[config.mk]
export PLATFORM = sky130hd
export DESIGN_NAME = pmc_counter
export DESIGN_NICKNAME = d
export VERILOG_FILES = /design/src/rtl/pmc_pkg.sv /design/src/rtl/pmc_counter.sv
export SDC_FILE = /design/constraint.sdc
export NUM_CORES = 1
export LEC_CHECK = 0
export ABC_AREA = 1
export BUFFER_PORTS_ARGS = -buffer_cell sky130_fd_sc_hd__buf_2
export CORE_MARGIN = 5
export CORE_UTILIZATION = 55
export DETAILED_ROUTE_END_ITERATION = 8
export PLACE_DENSITY = 0.78
export SETUP_SLACK_MARGIN = 0.02
export SLEW_MARGIN = 40
export SYNTH_ARGS = -nofsm -noshare
export SYNTH_HDL_FRONTEND = slang
export SYNTH_SLANG_ARGS = --single-unit
[constraint.sdc]
create_clock -name pclk -period 3.4 [get_ports pclk]
set_input_delay 0.85 -clock pclk [delete_from_list [all_inputs] [get_ports pclk]]
set_output_delay 0.85 -clock pclk [all_outputs]
set_load 0.02 [all_outputs]
[src/rtl/pmc_pkg.sv]
/*
 * Shared constants and types for the periodic match counter: register offsets,
 * control field layout, reset values and the prescaler divide table.
 * Assumes a 32-bit APB register port with byte addressing.
 */
package pmc_pkg;

    // Register byte offsets on the APB port
    localparam logic [11:0] OFS_CTRL  = 12'h000;
    localparam logic [11:0] OFS_COUNT = 12'h004;
    localparam logic [11:0] OFS_LIMIT = 12'h008;

    localparam int          REG_W     = 8;
    localparam int          DIV_W     = 18;

    // Source select codes; code 2'b11 selects the internal reference but uses the divide table of SRC_EXT
    localparam logic [1:0]  SRC_LPO   = 2'b00;
    localparam logic [1:0]  SRC_EXT   = 2'b01;
    localparam logic [3:0]  DIV_OFF   = 4'h0;

    // Control/status byte, bit 7 down to bit 0
    typedef struct packed {
        logic       flag;
        logic [1:0] src_sel;
        logic       irq_en;
        logic [3:0] div_sel;
    } pmc_ctrl_type;

    localparam pmc_ctrl_type RST_CTRL  = '0;
    localparam logic [7:0]   RST_COUNT = 8'h00;
    localparam logic [7:0]   RST_LIMIT = 8'h00;
    localparam logic [17:0]  RST_PRESC = 18'h00000;

    // Divide ratio for a divider code; code 0 is off and never ticks
    function automatic logic [DIV_W-1:0] pmc_div_value(input logic src0, input logic [3:0] code);
        logic [DIV_W-1:0] v;
        v = 18'h00001;
        if (!src0) begin
            case (code)
                4'h1: v = 18'h00008;
                4'h2: v = 18'h00020;
                4'h3: v = 18'h00040;
                4'h4: v = 18'h00080;
                4'h5: v = 18'h00100;
                4'h6: v = 18'h00200;
                4'h7: v = 18'h00400;
                4'h8: v = 18'h00001;
                4'h9: v = 18'h00002;
                4'ha: v = 18'h00004;
                4'hb: v = 18'h0000a;
                4'hc: v = 18'h00010;
                4'hd: v = 18'h00064;
                4'he: v = 18'h001f4;
                4'hf: v = 18'h003e8;
                default: v = 18'h00001;
            endcase
        end else begin
            case (code)
                4'h1: v = 18'h00400;
                4'h2: v = 18'h00800;
                4'h3: v = 18'h01000;
                4'h4: v = 18'h02000;
                4'h5: v = 18'h04000;
                4'h6: v = 18'h08000;
                4'h7: v = 18'h10000;
                4'h8: v = 18'h003e8;
                4'h9: v = 18'h007d0;
                4'ha: v = 18'h01388;
                4'hb: v = 18'h02710;
                4'hc: v = 18'h04e20;
                4'hd: v = 18'h0c350;
                4'he: v = 18'h186a0;
                4'hf: v = 18'h30d40;
                default: v = 18'h00001;
            endcase
        end
        return v;
    endfunction : pmc_div_value

endpackage : pmc_pkg

[src/rtl/pmc_counter.sv]
/*
 * Periodic match counter: three source clocks, binary/decimal prescaler,
 * 8-bit up-counter with match limit, sticky match flag and interrupt.
 * Assumes an APB master on pclk; the three source clocks are asynchronous
 * levels, each far slower than pclk/2 so every edge is seen after sync.
 */
`timescale 1ns/100ps
module pmc_counter #(
    parameter int ADDR_W = 12
) (
    input  wire logic              pclk,
    input  wire logic              presetn,
    input  wire logic              ce,
    input  wire logic              psel,
    input  wire logic              penable,
    input  wire logic              pwrite,
    input  wire logic [ADDR_W-1:0] paddr,
    input  wire logic [31:0]       pwdata,
    output logic      [31:0]       prdata,
    output logic                   pready,
    output logic                   pslverr,
    input  wire logic              low_power_osc_clock,
    input  wire logic              external_ref_clock,
    input  wire logic              internal_ref_clock,
    input  wire logic              debug_halt,
    input  wire logic              deep_stop,
    output logic                   irq
);

    initial begin
        if (ADDR_W < 4 || ADDR_W > 12) begin
            $error("pmc_counter: ADDR_W must be 4 to 12");
        end
    end

    pmc_pkg::pmc_ctrl_type   ctrl_reg,  ctrl_next;
    logic [7:0]              count_reg, count_next;
    logic [7:0]              limit_reg, limit_next;
    logic [17:0]             presc_reg, presc_next;
    logic [31:0]             prdata_reg, prdata_next;
    logic [2:0]              src_meta_reg;
    logic [2:0]              src_sync_reg;
    logic                    sel_prev_reg, sel_prev_next;
    logic                    sel_level;
    logic                    src_edge;
    logic                    tick;
    logic                    running;
    logic                    set_flag;
    logic                    cfg_clear;
    logic [17:0]             div_now;
    logic [11:0]             addr;
    logic                    mapped;
    logic                    wr_acc;
    logic                    rd_setup;
    pmc_pkg::pmc_ctrl_type   wr_ctrl;

    assign addr     = 12'(paddr);
    assign mapped   = (addr == pmc_pkg::OFS_CTRL) || (addr == pmc_pkg::OFS_COUNT) ||
                      (addr == pmc_pkg::OFS_LIMIT);
    // A frozen block must not complete a transfer, so ready follows the enable
    assign pready   = ce;
    assign pslverr  = psel && penable && !mapped;
    assign wr_acc   = psel && penable && pwrite && mapped;
    assign rd_setup = psel && !penable && !pwrite;
    assign wr_ctrl  = pmc_pkg::pmc_ctrl_type'(pwdata[7:0]);
    assign prdata   = prdata_reg;

    // Two-stage synchronisers; only the second stage is looked at
    always_ff @(posedge pclk or negedge presetn) begin
        if (!presetn) begin
            src_meta_reg <= 3'h0;
            src_sync_reg <= 3'h0;
        end else if (ce) begin
            src_meta_reg <= {internal_ref_clock, external_ref_clock, low_power_osc_clock};
            src_sync_reg <= src_meta_reg;
        end
    end

    // Source mux; in deep stop only the oscillator keeps running
    always_comb begin
        if (ctrl_reg.src_sel == pmc_pkg::SRC_LPO) begin
            sel_level = src_sync_reg[0];
        end else if (deep_stop) begin
            sel_level = 1'b0;
        end else if (ctrl_reg.src_sel == pmc_pkg::SRC_EXT) begin
            sel_level = src_sync_reg[1];
        end else begin
            sel_level = src_sync_reg[2];
        end
    end

    assign div_now  = pmc_pkg::pmc_div_value(ctrl_reg.src_sel[0], ctrl_reg.div_sel);
    assign src_edge = sel_level && !sel_prev_reg;
    // Wait and stop leave this running; only debug halt or divider code 0 suspends it
    assign running  = (ctrl_reg.div_sel != 4'(pmc_pkg::DIV_OFF)) && !debug_halt;
    assign tick     = src_edge && running && (presc_reg == div_now - 18'h00001);

    always_comb begin
        ctrl_next     = ctrl_reg;
        count_next    = count_reg;
        limit_next    = limit_reg;
        presc_next    = presc_reg;
        sel_prev_next = sel_level;
        set_flag      = 1'b0;
        cfg_clear     = 1'b0;
        prdata_next   = prdata_reg;

        if (src_edge && running) begin
            presc_next = tick ? pmc_pkg::RST_PRESC : presc_reg + 18'h00001;
        end
        if (tick) begin
            if (count_reg == limit_reg) begin
                count_next = pmc_pkg::RST_COUNT;
                set_flag   = 1'b1;
            end else begin
                count_next = count_reg + 8'h01;
            end
        end

        if (wr_acc && addr == pmc_pkg::OFS_CTRL) begin
            if (wr_ctrl.src_sel != ctrl_reg.src_sel) begin
                cfg_clear = 1'b1;
            end
            if (wr_ctrl.div_sel != ctrl_reg.div_sel) begin
                cfg_clear = 1'b1;
            end
            ctrl_next.src_sel = wr_ctrl.src_sel;
            ctrl_next.irq_en  = wr_ctrl.irq_en;
            ctrl_next.div_sel = wr_ctrl.div_sel;
            if (wr_ctrl.flag) begin
                ctrl_next.flag = 1'b0;
            end
        end
        if (wr_acc && addr == pmc_pkg::OFS_LIMIT) begin
            limit_next = pwdata[7:0];
            cfg_clear  = 1'b1;
        end
        // Writes to the count offset are accepted and dropped

        // A match in the clearing cycle still lands: set beats clear
        if (set_flag) begin
            ctrl_next.flag = 1'b1;
        end
        if (cfg_clear) begin
            presc_next = pmc_pkg::RST_PRESC;
            count_next = pmc_pkg::RST_COUNT;
        end

        // Read data is captured in the setup phase and held for the access
        if (rd_setup) begin
            prdata_next = 32'h00000000;
            if (addr == pmc_pkg::OFS_CTRL) begin
                prdata_next[7:0] = ctrl_reg;
            end else if (addr == pmc_pkg::OFS_COUNT) begin
                prdata_next[7:0] = count_reg;
            end else if (addr == pmc_pkg::OFS_LIMIT) begin
                prdata_next[7:0] = limit_reg;
            end
        end
    end

    always_ff @(posedge pclk or negedge presetn) begin
        if (!presetn) begin
            ctrl_reg     <= pmc_pkg::RST_CTRL;
            count_reg    <= pmc_pkg::RST_COUNT;
            limit_reg    <= pmc_pkg::RST_LIMIT;
            presc_reg    <= pmc_pkg::RST_PRESC;
            sel_prev_reg <= 1'b0;
            prdata_reg   <= 32'h00000000;
        end else if (ce) begin
            ctrl_reg     <= ctrl_next;
            count_reg    <= count_next;
            limit_reg    <= limit_next;
            presc_reg    <= presc_next;
            sel_prev_reg <= sel_prev_next;
            prdata_reg   <= prdata_next;
        end
    end

    // Level request; the flag bit acts as the sticky status, enable as mask
    assign irq = ctrl_reg.flag && ctrl_reg.irq_en;
endmodule : pmc_counter

==> results.json <==
{
  "synth_simple_gate_area_share": 0.416,
  "ys_ff_latch": 57,
  "async_reset_ff_frac": 1.00,
  "cts-root-buf": "clkbuf_8",
  "dieArea_um2": 10500,
  "synthTopCellsByArea": "dfrtp_1, nand2_1, inv_1",
  "synth.top_cells.by_count": "nand2_1, inv_1, nor2_1",
  "synth-compound-area-share": 0.0659,
  "hold_end": "src_meta_reg[0]",
  "setup_viol": 0,
  "largest_register_ffs": 18,
  "reg2regPathDepth": 21,
  "synth.most_common_cell": "nand2_1",
  "avgSynthCellArea_um2": 6.49,
  "setup-tns-final_ps": 0,
  "fin_cells": 881,
  "core_area_um2": 8300,
  "clkTransAtPathRegs_ps": 60,
  "netlist_area_um2": 4710,
  "worstPathRequired_ps": 3630,
  "insertedDiodeCount": 0,
  "critical_path_class": "flop to flop",
  "arrival_ps": 3170,
  "fin_skew_ps": 9.69,
  "grt_usage": 0.239,
  "cap_violations": 0,
  "p_leak_nw": 2.91,
  "drive_gt1_frac": 0.155,
  "dr.pass1.iters": 5,
  "multi_input_area_um2": 2700,
  "top_level_ports": 90,
  "dp_hpwl_um": 8980,
  "p_total_mw": 1.45,
  "slew_violations": 0,
  "status": "completed",
  "hold_violations": 0,
  "rsz0062_at_grt": "no",
  "cts_tree": "done",
  "rr_endpoint": "count_reg[4]",
  "worstReg2RegStart": "ctrl_reg[0]",
  "overflow": 0,
  "finish.utilization": 0.615,
  "initial_core_util": 0.567,
  "register_area_um2": 1430,
  "cts_resized": 0,
  "clk-insertion-delay-late_ps": 350,
  "grt_max_degree": 58,
  "hold_slack_ps": 472,
  "syn-instance-count": 726,
  "numCtsBuffers": 9,
  "hold_class": "flop to flop",
  "post_dp_cell_area_um2": 4930,
  "htree_num_levels": 3,
  "yosysTopAreaCellShare": 0.303,
  "via_count": 4506,
  "synth_warnings": 0,
  "r2r_slack_ps": 460,
  "die_x_um": 103,
  "antenna_found_initial": 0,
  "final_area_um2": 5110,
  "cp-start-kind": "flop",
  "place_inst": 865,
  "synth_top_family_by_area": "simple AND/OR/NAND/NOR gates",
  "drtIter0Drc": 326,
  "worstPathMaxFanout": 8,
  "ir_drop_v": 0.000225,
  "synth-edff-count": 0,
  "via_per_inst": 5.11,
  "power_density_nw_per_um2": 283,
  "drt-wirelength-per-cell_um": 13.2,
  "area_growth_pct": 8.48,
  "timing.slew.headroom": 0.605,
  "yosys.area.top_type": "dfrtp_1",
  "cts_buffer_depth": 2,
  "drt-total-wl_um": 11600,
  "synthAdderAreaFrac": 0.0213,
  "place_congestion": 0.966,
  "ant_nets": 0,
  "yosys-mux-area-fraction": 0,
  "fillers": 772,
  "synth-xor-area-share": 0.0502,
  "holdPathStages": 2,
  "std_cell_rows": 33,
  "finalWorstSetupSlack_ps": 458,
  "fmax_mhz": 340,
  "ys.flop_type": "dfrtp_1",
  "final.min_clock_period_ps": 2940,
  "synth_cell_type_count": 40,
  "end_kind": "flop",
  "drcViolationCount": 0,
  "grt_pass1_wl_um": 19800,
  "cts_setup_buffers": 0,
  "nets": 834,
  "cts_sinks": 57,
  "die_h_um": 103,
  "dp_slack_ps": 343,
  "synth_seq_area_share": 0.303,
  "worstMarginPinSlew_ps": 591,
  "grt_pass1_vias": 4295,
  "cts_hold_buf": 0,
  "io_buffers": 41,
  "hp-start": "src_meta_reg[0]",
  "timing.final.crit_share": 0.865
}
[metal layers]
layer | GRT usage | routed length [um]
met1 | 0.308 | 5160
met2 | 0.394 | 5530
met3 | 0.0365 | 579
met4 | 0.112 | 358
met5 | 0 | 0
[how the worst max path moves through the flow]
stage | startpoint | end | slack (ps)
final | ctrl_reg[0] | count_reg[4] | 460
after global routing | ctrl_reg[0] | count_reg[2] | 190
after CTS | ctrl_reg[0] | count_reg[4] | 460
after detailed placement | paddr[1] | presc_reg[17] | 340
after global placement | paddr[1] | presc_reg[17] | 460
after floorplan | paddr[1] | presc_reg[5] | 810
[logic make-up (layout without fill, tap and decap cells)]
family	after synthesis	in the layout
other	1	24
flip-flops	57	57
XOR/XNOR	27	27
adder cells (fa/ha/maj)	8	8
AO/OA/AOI/OAI	53	53
AND/OR/NAND/NOR	441	441
buffers and inverters	139	166
[final cells by class]
class / count / share of cell area
well taps: 105 / 0.0257
flip-flops and latches: 57 / 0.279
clock buffers: 13 / 0.0311
multi-input cells: 553 / 0.528
repair buffers: 55 / 0.0632
clock inverters: 3 / 0.00294
inverters: 95 / 0.0698
[report_power, final]
| group | switching (mW) | internal [mW] | total (mW) |
|---|---|---|---|
| Sequential | 0.0146 | 0.706 | 0.720 |
| Combinational | 0.109 | 0.0524 | 0.161 |
| Clock | 0.264 | 0.301 | 0.564 |
| Total | 0.387 | 1.06 | 1.45 |
[worst max-delay path, cell delays in order, from the launching register on]
cell,delay (ps)
dfrtp_1,390
inv_2,120
ha_1,310
nand3_2,150
ha_1,250
inv_1,90
nor2_1,50
o21ai_0,150
nand2_1,70
nor2_1,120
nand3_1,80
nor2_1,100
nand2_1,50
nor2_1,130
nand2_1,70
nor2_1,80
nand2_1,140
nand2_2,110
nand2_2,60
buf_4,180
nand2_1,60
nand2_1,50
[placed cells by master (no fill, tap or decap), types with 12 or more instances in the layout]
| cell type | instances |
|---|---|
| o21ai_0 | 31 |
| buf_4 | 13 |
| nor2_1 | 76 |
| conb_1 | 24 |
| dfrtp_1 | 57 |
| nand3_1 | 61 |
| inv_1 | 83 |
| nand2_2 | 12 |
| inv_2 | 12 |
| buf_2 | 41 |
| nand2_1 | 238 |
| nand4_1 | 12 |
| xor2_1 | 20 |
Note: power is estimated with default switching activity, not from simulation.
